<file path="src/verilog/rsc_pkg.sv">
// Purpose: Shared constants for the reset and start-up controller
// Assumes: 40 MHz system clock, APB register access
// Notes:   Configuration bits read 0 when programmed, 1 when erased
package rsc_pkg;
  // Clock and start-up timing
  localparam int CLK_PERIOD_NS = 25;
  localparam int PWRUP_MS      = 72;
  localparam int PWRUP_CYCLES  = PWRUP_MS * 1000000 / CLK_PERIOD_NS;
  localparam int SETTLE_EDGES  = 1024;
  localparam int WDT_TICKS     = 256;

  // Configuration word
  localparam logic [13:0] CFG_ADDR     = 14'h2007;
  localparam logic [13:0] CFG_ERASED   = 14'h3fff;
  localparam int          CFG_OSC_LO   = 0;
  localparam int          CFG_WDT_EN   = 2;
  localparam int          CFG_DROP_EN  = 6;

  // APB map, byte addresses
  localparam logic [7:0] ADDR_CTRL     = 8'h00;
  localparam logic [7:0] ADDR_STATUS   = 8'h04;
  localparam logic [7:0] ADDR_IRQ_STAT = 8'h08;
  localparam logic [7:0] ADDR_IRQ_MASK = 8'h0c;
  localparam int         CTRL_KICK     = 0;
  localparam int         CTRL_SLEEP    = 1;
  localparam int         IRQ_W         = 4;
  localparam logic [3:0] IRQ_RESET_VAL = 4'h0;

  // Oscillator modes, decoded from two select bits
  typedef enum logic [1:0] {
    OSC_LOW_POWER_CRYSTAL  = 2'h0,
    OSC_CRYSTAL_RESONATOR  = 2'h1,
    OSC_HIGH_SPEED_CRYSTAL = 2'h2,
    OSC_RESISTOR_CAPACITOR = 2'h3
  } rsc_osc_t;

  // Reset causes
  typedef enum logic [2:0] {
    CAUSE_POWER_ON  = 3'h0,
    CAUSE_PIN_RUN   = 3'h1,
    CAUSE_PIN_SLEEP = 3'h2,
    CAUSE_WDT_RUN   = 3'h3,
    CAUSE_WDT_WAKE  = 3'h4,
    CAUSE_DROP      = 3'h5
  } rsc_cause_t;

  // Sequencer states, Gray along power-up, settle, run, sleep
  typedef enum logic [1:0] {
    ST_PWRUP  = 2'b00,
    ST_SETTLE = 2'b01,
    ST_RUN    = 2'b11,
    ST_SLEEP  = 2'b10
  } rsc_state_t;
endpackage : rsc_pkg

</file>
<file path="src/verilog/rsc_reset_startup_control.sv">
// Purpose: Reset merge, start-up timers, watchdog and config word
// Assumes: all inputs synchronous to clk; rcOscTick is the watchdog RC tick
// Notes:   reset is the power-on event of the device
// Operation
// - Watchdog is disabled only by a configuration bit, never at run time.
// - Watchdog counts ticks of its own RC oscillator, not the system clock.
// - Power-up delay of 72 ms runs after power-on only.
// - In crystal modes core stays in reset until oscillator edges are counted.
// - Sleep ends on external reset, watchdog timeout or enabled interrupt.
// - Configuration bits read zero when programmed, one when erased.
// - Configuration word lives at 2007h and erases to 3FFFh.
// - Configuration word reachable only in programming mode, not from code.
// - Two select bits decode into four oscillator modes.
// - Crystal modes also accept an external clock on the oscillator input.
// - Six reset causes are told apart and reported.
// - Registers outside reset keep value across all but power-on.
// - Most registers reset on power-on, pin, watchdog and supply-drop resets.
// - Watchdog wake from sleep resumes execution without any reset.
// - Expired and sleep flags follow the reset cause, except a pin reset in run, which leaves them unchanged.
// - Supply drop resets the device when its enable bit is set.
`timescale 1ns/1ps
module rsc_reset_startup_control #(
  parameter int PWRUP_CYCLES = rsc_pkg::PWRUP_CYCLES,
  parameter int SETTLE_EDGES = rsc_pkg::SETTLE_EDGES,
  parameter int WDT_TICKS    = rsc_pkg::WDT_TICKS
) (
  input  wire logic        clk,
  input  wire logic        reset,
  input  wire logic        psel,
  input  wire logic        penable,
  input  wire logic        pwrite,
  input  wire logic [7:0]  paddr,
  input  wire logic [31:0] pwdata,
  output logic      [31:0] prdata,
  output logic             pready,
  output logic             pslverr,
  output logic             irqOut,
  input  wire logic        extResetPinN,
  input  wire logic        supplyLow,
  input  wire logic        oscInPin,
  input  wire logic        rcOscTick,
  input  wire logic        intWake,
  input  wire logic        progMode,
  input  wire logic        progWrite,
  input  wire logic [13:0] progAddr,
  input  wire logic [13:0] progData,
  output logic      [13:0] progReadData,
  output logic             coreResetOut,
  output logic             coreStallOut,
  output logic             regResetPulse,
  output logic             wakePulse,
  output logic      [1:0]  oscModeOut,
  output logic             wdtExpiredFlag,
  output logic             sleepEnteredFlag
);

  ////////////////////////////////////////////////////////////////////////
  // Declarations
  rsc_pkg::rsc_state_t state_ff;
  rsc_pkg::rsc_state_t nxt_state;
  rsc_pkg::rsc_cause_t cause_ff;
  rsc_pkg::rsc_osc_t   oscMode;
  logic [13:0]              cfg_ff;
  logic [31:0]              timer_ff;
  logic [31:0]              wdtCnt_ff;
  logic                     oscPrev_ff;
  logic                     resetting_ff;
  logic                     regReset_ff;
  logic                     wake_ff;
  logic                     expired_ff;
  logic                     slept_ff;
  logic [rsc_pkg::IRQ_W-1:0] irqStat_ff;
  logic [rsc_pkg::IRQ_W-1:0] irqMask_ff;
  logic [rsc_pkg::IRQ_W-1:0] irqEv;
  logic [31:0]              rdData_ff;
  logic [13:0]              progRd_ff;
  logic                     extRst;
  logic                     dropRst;
  logic                     wdtEn;
  logic                     wdtFire;
  logic                     crystal;
  logic                     oscEdge;
  logic                     sleeping;
  logic                     resetEvt;
  logic                     wakeEvt;
  logic                     srcActive;
  logic                     access;
  logic                     wrCtrl;
  logic                     kick;
  logic                     sleepReq;
  logic                     mapped;

  ////////////////////////////////////////////////////////////////////////
  // Source decode
  // Active high enable bits
  assign oscMode  = rsc_pkg::rsc_osc_t'(cfg_ff[rsc_pkg::CFG_OSC_LO +: 2]);
  assign wdtEn    = cfg_ff[rsc_pkg::CFG_WDT_EN];
  assign dropRst  = supplyLow & cfg_ff[rsc_pkg::CFG_DROP_EN];
  assign extRst   = ~extResetPinN;
  assign crystal  = (oscMode != rsc_pkg::OSC_RESISTOR_CAPACITOR);
  // Crystal or driven clock, edges counted alike
  assign oscEdge  = oscInPin & ~oscPrev_ff;
  assign sleeping = (state_ff == rsc_pkg::ST_SLEEP);
  assign srcActive = extRst | dropRst;

  // Watchdog only runs while the core runs or sleeps
  // Counted on RC ticks
  assign wdtFire = wdtEn & rcOscTick & (wdtCnt_ff == 32'(WDT_TICKS - 1)) &
                   ((state_ff == rsc_pkg::ST_RUN) | sleeping);

  assign resetEvt = srcActive | (wdtFire & ~sleeping);
  assign wakeEvt  = sleeping & (wdtFire | intWake) & ~srcActive;

  ////////////////////////////////////////////////////////////////////////
  // APB decode; zero wait states, read data captured in setup
  assign access   = psel & penable;
  assign mapped   = (paddr == rsc_pkg::ADDR_CTRL) | (paddr == rsc_pkg::ADDR_STATUS) |
                    (paddr == rsc_pkg::ADDR_IRQ_STAT) | (paddr == rsc_pkg::ADDR_IRQ_MASK);
  assign wrCtrl   = access & pwrite & (paddr == rsc_pkg::ADDR_CTRL);
  // Software may only restart the watchdog
  assign kick     = wrCtrl & pwdata[rsc_pkg::CTRL_KICK];
  assign sleepReq = wrCtrl & pwdata[rsc_pkg::CTRL_SLEEP];
  assign pready   = access;
  assign pslverr  = access & ~mapped;
  assign prdata   = rdData_ff;

  ////////////////////////////////////////////////////////////////////////
  // Sequencer next state
  always_comb begin
    nxt_state = state_ff;
    case (state_ff)
      rsc_pkg::ST_PWRUP: begin
        if (timer_ff == 32'(PWRUP_CYCLES - 1)) begin
          nxt_state = rsc_pkg::ST_SETTLE;
        end
      end
      rsc_pkg::ST_SETTLE: begin
        if (srcActive) begin
          nxt_state = rsc_pkg::ST_SETTLE;
        end else if (!crystal) begin
          nxt_state = rsc_pkg::ST_RUN;
        end else if (oscEdge && timer_ff == 32'(SETTLE_EDGES - 1)) begin
          nxt_state = rsc_pkg::ST_RUN;
        end
      end
      rsc_pkg::ST_RUN: begin
        if (resetEvt) begin
          nxt_state = rsc_pkg::ST_SETTLE;
        end else if (sleepReq) begin
          nxt_state = rsc_pkg::ST_SLEEP;
        end
      end
      rsc_pkg::ST_SLEEP: begin
        if (resetEvt || wakeEvt) begin
          nxt_state = rsc_pkg::ST_SETTLE;
        end
      end
      default: nxt_state = rsc_pkg::ST_PWRUP;
    endcase
  end

  // State register
  always_ff @(posedge clk or posedge reset) begin
    if (reset) begin
      state_ff <= rsc_pkg::ST_PWRUP;
    end else begin
      state_ff <= nxt_state;
    end
  end

  // Shared start-up timer; the two delays never overlap
  // Lengths set by parameters
  always_ff @(posedge clk or posedge reset) begin
    if (reset) begin
      timer_ff <= 32'h0;
    end else if (nxt_state != state_ff || (state_ff == rsc_pkg::ST_SETTLE && srcActive)) begin
      timer_ff <= 32'h0;
    end else if (state_ff == rsc_pkg::ST_PWRUP) begin
      timer_ff <= timer_ff + 32'h1;
    end else if (state_ff == rsc_pkg::ST_SETTLE && oscEdge) begin
      timer_ff <= timer_ff + 32'h1;
    end
  end

  // Oscillator pin history for edge counting
  always_ff @(posedge clk or posedge reset) begin
    if (reset) begin
      oscPrev_ff <= 1'b0;
    end else begin
      oscPrev_ff <= oscInPin;
    end
  end

  ////////////////////////////////////////////////////////////////////////
  // Watchdog counter, cleared by kick, sleep entry and every reset
  always_ff @(posedge clk or posedge reset) begin
    if (reset) begin
      wdtCnt_ff <= 32'h0;
    end else if (kick || sleepReq || resetEvt || wdtFire || !wdtEn) begin
      wdtCnt_ff <= 32'h0;
    end else if (rcOscTick && (state_ff == rsc_pkg::ST_RUN || sleeping)) begin
      wdtCnt_ff <= wdtCnt_ff + 32'h1;
    end
  end

  ////////////////////////////////////////////////////////////////////////
  // Core reset and pulses
  // Released only on entry to run
  always_ff @(posedge clk or posedge reset) begin
    if (reset) begin
      resetting_ff <= 1'b1;
    end else if (resetEvt) begin
      resetting_ff <= 1'b1;
    end else if (nxt_state == rsc_pkg::ST_RUN) begin
      resetting_ff <= 1'b0;
    end
  end

  // Not raised at power-on; that class stays undefined there
  always_ff @(posedge clk or posedge reset) begin
    if (reset) begin
      regReset_ff <= 1'b0;
      wake_ff     <= 1'b0;
    end else begin
      regReset_ff <= resetEvt;
      wake_ff     <= wakeEvt;
    end
  end

  assign coreResetOut  = resetting_ff;
  assign coreStallOut  = (state_ff != rsc_pkg::ST_RUN);
  assign regResetPulse = regReset_ff;
  assign wakePulse     = wake_ff;
  assign oscModeOut    = oscMode;

  ////////////////////////////////////////////////////////////////////////
  // Cause and flags
  // Cause priority: drop, pin, watchdog
  always_ff @(posedge clk or posedge reset) begin
    if (reset) begin
      cause_ff   <= rsc_pkg::CAUSE_POWER_ON;
      expired_ff <= 1'b0;
      slept_ff   <= 1'b0;
    end else if (dropRst) begin
      cause_ff   <= rsc_pkg::CAUSE_DROP;
      expired_ff <= 1'b0;
      slept_ff   <= 1'b0;
    end else if (extRst && sleeping) begin
      cause_ff   <= rsc_pkg::CAUSE_PIN_SLEEP;
      expired_ff <= 1'b0;
      slept_ff   <= 1'b1;
    end else if (extRst && !resetting_ff) begin // A held pin keeps the cause of the edge that began the reset
      cause_ff   <= rsc_pkg::CAUSE_PIN_RUN;
    end else if (wdtFire && sleeping) begin
      cause_ff   <= rsc_pkg::CAUSE_WDT_WAKE;
      expired_ff <= 1'b1;
      slept_ff   <= 1'b1;
    end else if (wdtFire) begin
      cause_ff   <= rsc_pkg::CAUSE_WDT_RUN;
      expired_ff <= 1'b1;
      slept_ff   <= 1'b0;
    end else if (sleepReq && state_ff == rsc_pkg::ST_RUN) begin
      expired_ff <= 1'b0;
      slept_ff   <= 1'b1;
    end else if (kick) begin
      expired_ff <= 1'b0;
      slept_ff   <= 1'b0;
    end
  end

  assign wdtExpiredFlag   = expired_ff;
  assign sleepEnteredFlag = slept_ff;

  ////////////////////////////////////////////////////////////////////////
  // Configuration word, seen by the programming port only
  // Erased value and address
  always_ff @(posedge clk or posedge reset) begin
    if (reset) begin
      cfg_ff <= rsc_pkg::CFG_ERASED;
    end else if (progMode && progWrite && progAddr == rsc_pkg::CFG_ADDR) begin
      cfg_ff <= progData;
    end
  end

  // Read back is blanked outside programming mode
  always_ff @(posedge clk or posedge reset) begin
    if (reset) begin
      progRd_ff <= 14'h0;
    end else if (progMode && progAddr == rsc_pkg::CFG_ADDR) begin
      progRd_ff <= cfg_ff;
    end else begin
      progRd_ff <= 14'h0;
    end
  end

  assign progReadData = progRd_ff;

  ////////////////////////////////////////////////////////////////////////
  // Interrupt status; a new event beats a same-cycle clear
  assign irqEv = {wakeEvt, extRst, dropRst, wdtFire};

  always_ff @(posedge clk or posedge reset) begin
    if (reset) begin
      irqStat_ff <= rsc_pkg::IRQ_RESET_VAL;
    end else if (access && pwrite && paddr == rsc_pkg::ADDR_IRQ_STAT) begin
      irqStat_ff <= (irqStat_ff & ~pwdata[rsc_pkg::IRQ_W-1:0]) | irqEv;
    end else begin
      irqStat_ff <= irqStat_ff | irqEv;
    end
  end

  // Mask register, one enables the bit
  always_ff @(posedge clk or posedge reset) begin
    if (reset) begin
      irqMask_ff <= rsc_pkg::IRQ_RESET_VAL;
    end else if (access && pwrite && paddr == rsc_pkg::ADDR_IRQ_MASK) begin
      irqMask_ff <= pwdata[rsc_pkg::IRQ_W-1:0];
    end
  end

  assign irqOut = |(irqStat_ff & irqMask_ff);

  ////////////////////////////////////////////////////////////////////////
  // Read data, sampled in setup so the access phase is one cycle
  always_ff @(posedge clk or posedge reset) begin
    if (reset) begin
      rdData_ff <= 32'h0;
    end else if (psel && !penable && !pwrite) begin
      case (paddr)
        rsc_pkg::ADDR_STATUS:   rdData_ff <= {24'h0, sleeping, oscMode, cause_ff, slept_ff, expired_ff};
        rsc_pkg::ADDR_IRQ_STAT: rdData_ff <= {28'h0, irqStat_ff};
        rsc_pkg::ADDR_IRQ_MASK: rdData_ff <= {28'h0, irqMask_ff};
        default:                rdData_ff <= 32'h0;
      endcase
    end
  end

endmodule : rsc_reset_startup_control

</file>
<file path="config.mk">
export PLATFORM = sky130hd
export DESIGN_NAME = rsc_reset_startup_control
export DESIGN_NICKNAME = d
export VERILOG_FILES = /design/src/verilog/rsc_pkg.sv /design/src/verilog/rsc_reset_startup_control.sv
export SDC_FILE = /design/constraint.sdc
export NUM_CORES = 1
export LEC_CHECK = 0
export CORE_MARGIN = 5
export CORE_UTILIZATION = 51
export DETAILED_ROUTE_END_ITERATION = 7
export DONT_BUFFER_PORTS = 1
export PLACE_DENSITY = 0.68
export SETUP_SLACK_MARGIN = 0.5
export SLEW_MARGIN = 0
export SYNTH_ARGS = -nofsm -noshare
export SYNTH_HDL_FRONTEND = slang
export SYNTH_SLANG_ARGS = --single-unit
</file>
<file path="constraint.sdc">
create_clock -name clk -period 3.7 [get_ports clk]
set_input_delay 0.37 -clock clk [delete_from_list [all_inputs] [get_ports clk]]
set_output_delay 0.37 -clock clk [all_outputs]
set_load 0.005 [all_outputs]
</file>
Word-level counts from Yosys, hierarchy flattened
Index checks and enable logic that the tools add are counted.
{ "totals": {"ff_bits": 143, "latch_bits": 0, "mem_bits_rw": 0, "mem_bits_ro": 0, "in_bits": 80, "out_inout_bits": 57, "wordCells": 135, "mem_count": 0} }
{ "op_classes": {"n_addsub": 2, "mul": 0, "div": 0, "magnitude_cmp": 0, "eq_ne": 15, "n_shift": 0, "n_mux": 36, "n_bitwise": 31, "reduce_logical": 36} }
{ "ops": {"columns": ["op", "n"], "rows": [
  ["$mux 32", 5],
  ["$add 32x1->32 const B", 2],
  ["$eq 32x10->1 const B", 1],
  ["$eq 32x22->1 const B", 1],
  ["$eq 32x8->1 const B", 1],
  ["$pmux 8 s3", 1],
  ["$eq 8x4->1 const B", 2],
  ["$logic_and 1x1->1", 16],
  ["$mux 1", 15],
  ["$mux 3", 5],
  ["$and 1x1->1", 14],
  ["$eq 14x14->1 const B", 1],
  ["$mux 14", 1],
  ["$mux 2", 7],
  ["$and 4x4->4", 2],
  ["$eq 8x3->1 const B", 1],
  ["$logic_not 8->1", 1],
  ["$or 4x4->4", 2],
  ["$pmux 2 s4", 1],
  ["$logic_or 1x1->1", 7],
  ["$or 1x1->1", 7],
  ["$eq 2x2->1 const B", 3],
  ["$reduce_bool 6->1", 1],
  ["$not 1->1", 5],
  ["other kinds (13)", 18]
]} }

Longest topological paths before layout
{ "logic_depth": {"depth_word": 12, "ltp_mapped": 9, "ltp_nobuf": 7} }

Worst setup path before layout
OpenSTA, ideal clock, no wires.
{ "synth_path": {"kind": "input to register", "from": "input paddr[1]", "to": "register timer_ff[3]", "setup_time_ns": 0.119, "arrival_ns": 2.045, "required_ns": 3.581, "setup_slack_ns": 1.536, "stages": 8, "path_buffers": 2, "path_cell_list": "nor4_2 -> and4b_1 -> buf_2 -> a41oi_1 -> a221oi_2 -> mux2i_2 -> buf_6 -> nor2_1"} }
{ "synth_via": {"elab_chain_len": 9, "word_cells_on_any_way": 10, "cone_classes": "eq/ne: 1; mux: 4; bitwise: 2; reduce/logical: 3"} }
{ "synth_rtl": {"columns": ["item", "line", "source"], "rows": [
  ["from (decl)", "rsc_reset_startup_control.sv:32", "input wire logic [7:0] paddr,"],
  ["$logic_not 8->1 (*)", "rsc_reset_startup_control.sv:119", "assign wrCtrl = access & pwrite & (paddr == rsc_pkg::ADDR_CTRL);"],
  ["$and 1x1->1 (*)", "rsc_reset_startup_control.sv:119", null],
  ["$and 1x1->1 (*)", "rsc_reset_startup_control.sv:122", "assign sleepReq = wrCtrl & pwdata[rsc_pkg::CTRL_SLEEP];"],
  ["$mux 2 (*)", "rsc_reset_startup_control.sv:149", "end else if (sleepReq) begin"],
  ["$mux 2 (*)", "rsc_reset_startup_control.sv:147", "if (resetEvt) begin"],
  ["$pmux 2 s4 (*)", "rsc_reset_startup_control.sv:131", "case (state_ff)"],
  ["$ne 2x2->1 (*)", "rsc_reset_startup_control.sv:176", "end else if (nxt_state != state_ff || (state_ff == rsc_pkg::ST_SETTLE && srcActive)) begin"],
  ["$logic_or 1x1->1 (*)", "rsc_reset_startup_control.sv:176", null],
  ["$reduce_bool 3->1 (no line) / $mux 32 (equally long branches)", null, null],
  ["to (signal assigned)", "rsc_reset_startup_control.sv:179", "timer_ff <= timer_ff + 32'h1;"],
  ["to (signal assigned)", "rsc_reset_startup_control.sv:181", "timer_ff <= timer_ff + 32'h1;"],
  ["to (decl)", "rsc_reset_startup_control.sv:64", "logic [31:0] timer_ff;"]
]} }
Every way passes the cells marked *; elsewhere a longest branch is shown, timed or not.
A chain may end at the register's enable or synchronous reset.

Worst setup path in the final report
{ "layout_path": {"from": "register wdtCnt_ff[0]", "to": "register timer_ff[5]"} }
{ "layout_via": {"elab_chain_len": 12, "word_cells_on_any_way": 16, "cone_classes": "eq/ne: 2; mux: 4; bitwise: 7; reduce/logical: 3"} }
{ "layout_rtl": {"columns": ["item", "line", "source"], "rows": [
  ["from (decl)", "rsc_reset_startup_control.sv:65", "logic [31:0] wdtCnt_ff;"],
  ["from (signal assigned)", "rsc_reset_startup_control.sv:202", "wdtCnt_ff <= wdtCnt_ff + 32'h1;"],
  ["$eq 32x8->1 (*)", "rsc_reset_startup_control.sv:108", "assign wdtFire = wdtEn & rcOscTick & (wdtCnt_ff == 32'(WDT_TICKS - 1)) &"],
  ["$and 1x1->1 (*) (2 in series)", "rsc_reset_startup_control.sv:108", null],
  ["$or 1x1->1", "rsc_reset_startup_control.sv:112", "assign wakeEvt = sleeping & (wdtFire | intWake) & ~srcActive;"],
  ["$and 1x1->1 (2 in series)", "rsc_reset_startup_control.sv:112", null],
  ["$logic_or 1x1->1", "rsc_reset_startup_control.sv:154", "if (resetEvt || wakeEvt) begin"],
  ["$mux 2", "rsc_reset_startup_control.sv:154", null],
  ["$pmux 2 s4 (*)", "rsc_reset_startup_control.sv:131", null],
  ["$ne 2x2->1 (*)", "rsc_reset_startup_control.sv:176", null],
  ["$logic_or 1x1->1 (*)", "rsc_reset_startup_control.sv:176", null],
  ["$reduce_bool 3->1 (no line) / $mux 32 (equally long branches)", null, null]
]} }
Marks and branches as above.

==> flow_summary_export.csv <==
group,metric,value,unit
worst_setup_path,crit_buf_inv,1,
logic_synthesis,synth_top_cell_by_area,"dfrtp_1",
worst_setup_path,path_max_fanout,32,
route,avgViaCountPerCell,5.677,
logic_synthesis,synth_common_cells,"104 x dfrtp_1, 83 x nor2_1, 63 x nand2_1",
timing,tightest_slew,0.9072,ns
placed_design,gp_congestion,0.8523,
grt,grt_pass1_wl,21250,um
grt,antenna_found_initial,0,
logic_synthesis,synth-seq-cells,119,
power_and_ir_drop,powerDensity,473.6,mW/mm^2
route,drtIter0Drc,401,
worst_setup_path,rrSetupSlack,1.04,ns
worst_setup_path,critPathSlowestCell,"nor4_1",
timing,relSlewSlack,39.16,%
worst_setup_path,critical_path.endpoint,"timer_ff[5]",
placed_design,placed_area,0.005946,sq mm
timing,skew,0.007747,ns
layout,syn2layout_area_growth,10.89,%
clock_tree,cts_tree,"yes",
layout,drive_gt1_share,13.18,%
worst_setup_path,cp_top_family,"simple AND/OR/NAND/NOR gates",
grt,grt_pass1_vias,4272,
logic_synthesis,syn_area,0.005941,sq mm
worst_setup_path,cp-end-kind,"register",
worst_setup_path,cp_num_cells,8,
timing,setup_viol,0,
route,wl_per_cell,16.43,um
logic_synthesis,synth.area.top_cells,"dfrtp_1 44%, xor2_1 7.2%, dfstp_2 6.6%",
worst_setup_path,rr_startpoint,"wdtCnt_ff[0]",
logic_synthesis,ys.flop_type,"dfrtp_1",
logic_synthesis,synth.avg_cell_area,10.02,sq um
worst_setup_path,reg2reg_depth,8,
worst_setup_path,startpoint_type,"register",
logic_synthesis,yosys.area_share.adder,0.4212,%
timing,finalHoldViolCount,0,
route,num_vias,4258,
worst_setup_path,critPathKind,"register to register",
logic_synthesis,synth-compound-area-share,5.160,%
clock_tree,cts_root_buf,"clkbuf_16",
logic_synthesis,synth_edf_count,0,
worst_hold_path,hp-class,"input port to asynchronous set/reset pin",
clock_tree,cts.sinks,119,
logic_synthesis,synth_top_family_by_area,"simple AND/OR/NAND/NOR gates",
grt,grt.overflow.total,0,
route,firstDrtPassIters,4,
timing,fin_crit_sh,71.92,%
logic_synthesis,synth_top_area_share,43.81,%
timing,fmax,375.8,MHz
logic_synthesis,yosysSeqAreaShare,50.44,%
worst_setup_path,worstReg2RegEnd,"timer_ff[5]",
placed_design,hpwl,8453,um
layout,postLayoutCoreUtil,57.69,%
logic_synthesis,synth_cell_type_count,50,
worst_setup_path,cp_cell_sequence,"ha_1 > and4_1 > nand2_1 > nor4_1 > a221oi_2 > mux2i_2 > buf_4 > nor2_1",
layout,final_area,0.006588,sq mm
clock_tree,numCtsBuffers,17,
floorplanning,rows,39,
logic_synthesis,post-synth-top-count-cell,"dfrtp_1",
worst_setup_path,cpPeakStageDelay,0.55,ns
floorplanning,start_util,52.03,%
route,drc,0,
timing,fin_crit,2.661,ns
clock_tree,htreeDepth,4,
outcome,status,"completed",
floorplanning,core-area,0.01142,sq mm
floorplanning,dieArea,0.01391,sq mm
flow_run,drv_cap,0,
route,routed_wl,12330,um
power_and_ir_drop,finalPower,3.120,mW
floorplanning,die_y,117.9,um
placed_design,io_buffers,0,
clock_tree,path_clk_slew,0.06,ns
timing,rsz0062_at_grt,"false",
worst_setup_path,cp.required,3.98,ns
layout,num-nets-final,676,
floorplanning,die_w,117.9,um
worst_setup_path,worstPathArrival,2.94,ns
clock_tree,insertion_delay,0.41,ns
worst_setup_path,cp-startpoint,"wdtCnt_ff[0]",
timing,fin_setup_tns,0,ns
logic_synthesis,ys.warnings.count,0,
floorplanning,io_pins,137,
grt,grt_usage,18.54,%
layout,diodes,0,
grt,grt_max_degree,120,
clock_tree,cts.path.max_buffers,2,
logic_synthesis,synthXorXnorAreaFrac,8.846,%
logic_synthesis,netlist_instances,593,
power_and_ir_drop,irDropWorstVdd,422.1,uV
power_and_ir_drop,power_leakage,2.848,nW
logic_synthesis,muxShareOfSynthArea,4.739,%
timing,drv_slew,0,
route,ant_nets,0,
logic_synthesis,async_flop_share,100.0,%
logic_synthesis,synth_simple_gate_area_share,24.79,%
[worst reg2reg max path: cells and delay by family, from the launching register on]
kind / cells / cell delay (ns)
AO/OA/AOI/OAI: 1 / 0.19
adder cells (fa/ha/maj): 1 / 0.22
buffers and inverters: 1 / 0.34
flip-flops: 1 / 0.41
multiplexers: 1 / 0.20
AND/OR/NAND/NOR: 4 / 1.17
[what timing repair did]
action,in CTS,in global routing
endpoints found under the hold margin,1,0
hold buffers,1,0
buffers inserted,0,0
resized for setup,0,0
[placed cells by master (no fill, tap or decap), drive strengths merged, types with 5 or more instances in the layout]
| cell type | Yosys | layout |
|---|---|---|
| nor4b | 6 | 6 |
| clkinv | 0 | 5 |
| inv | 6 | 5 |
| a22oi | 8 | 8 |
| o21ai | 10 | 10 |
| and2 | 18 | 18 |
| a21oi | 11 | 11 |
| and3 | 9 | 9 |
| clkbuf | 9 | 20 |
| nand2 | 63 | 63 |
| nor3 | 12 | 12 |
| nand4 | 30 | 30 |
| xnor2 | 11 | 11 |
| conb | 1 | 24 |
| nor2 | 83 | 83 |
| nand3 | 28 | 28 |
| dfstp | 15 | 15 |
| nor4 | 13 | 13 |
| xor2 | 49 | 49 |
| dfrtp | 104 | 104 |
| and4 | 11 | 11 |
| mux2 | 22 | 22 |
[worst min path at each step]
stage               slack, ns       endpoint  depth (start not counted)         start
global placement         0.40     oscPrev_ff                          0      oscInPin
CTS                      0.02  irqStat_ff[2]                          1  extResetPinN
detailed placement       0.40     oscPrev_ff                          0      oscInPin
floorplan                0.40     oscPrev_ff                          0      oscInPin
finish                   0.02   timer_ff[12]                          2         reset
global route             0.03  irqStat_ff[2]                          1  extResetPinN
[cell type report]
type,instances,area (sq um)
multi-input combinational,445,2701
timing repair buffer,5,52.55
fill,958,4831
clock buffer,20,456.7
clock inverter,12,175.2
sequential,119,2997
inverter,6,26.28
tap,143,178.9
[logic make-up after synthesis]
kind of cell               after synthesis
AOI/OAI and AO/OA                       46
xor gates and xnor gates                60
adders and majority gates                2
buffers and inverters                   52
DFF                                    119
muxes                                   25
other                                    1
and+or+nand+nor                        288
[sequential cells by signal, indices dropped and copies added, names as in the netlist]
signal and count:
wdtExpiredFlag 1, oscPrev_ff 1, wdtCnt_ff 32, irqMask_ff 4, cause_ff 3, wakePulse 1
irqStat_ff 4, regResetPulse 1, state_ff 2, coreResetOut 1, cfg_ff 14, sleepEnteredFlag 1
timer_ff 32, prdata 8, progReadData 14
[power breakdown]
part	switching [mW]	internal (mW)
Combinational	0.0499	0.0191
Clock	0.576	1.16
Sequential	0.00535	1.31
[metal layers]
layer  track usage, %  share of wire (%)
met2            28.96                 47
met5                0                  0
met4            5.878                1.9
met1            23.98                 44
met3            6.920                7.0
[through the flow]
stage | std cells | hold slack (ns) | setup slack (ns)
finish | 750 | 0.01618 | 1.039
global route | 750 | 0.02834 | 0.8370
CTS | 750 | 0.02207 | 1.014
detailed placement | 717 | 0.4016 | 1.029
global placement | 717 | 0.4016 | 1.111
floorplan | 616 | 0.4014 | 1.536
Power figures use the tool's default switching activity.
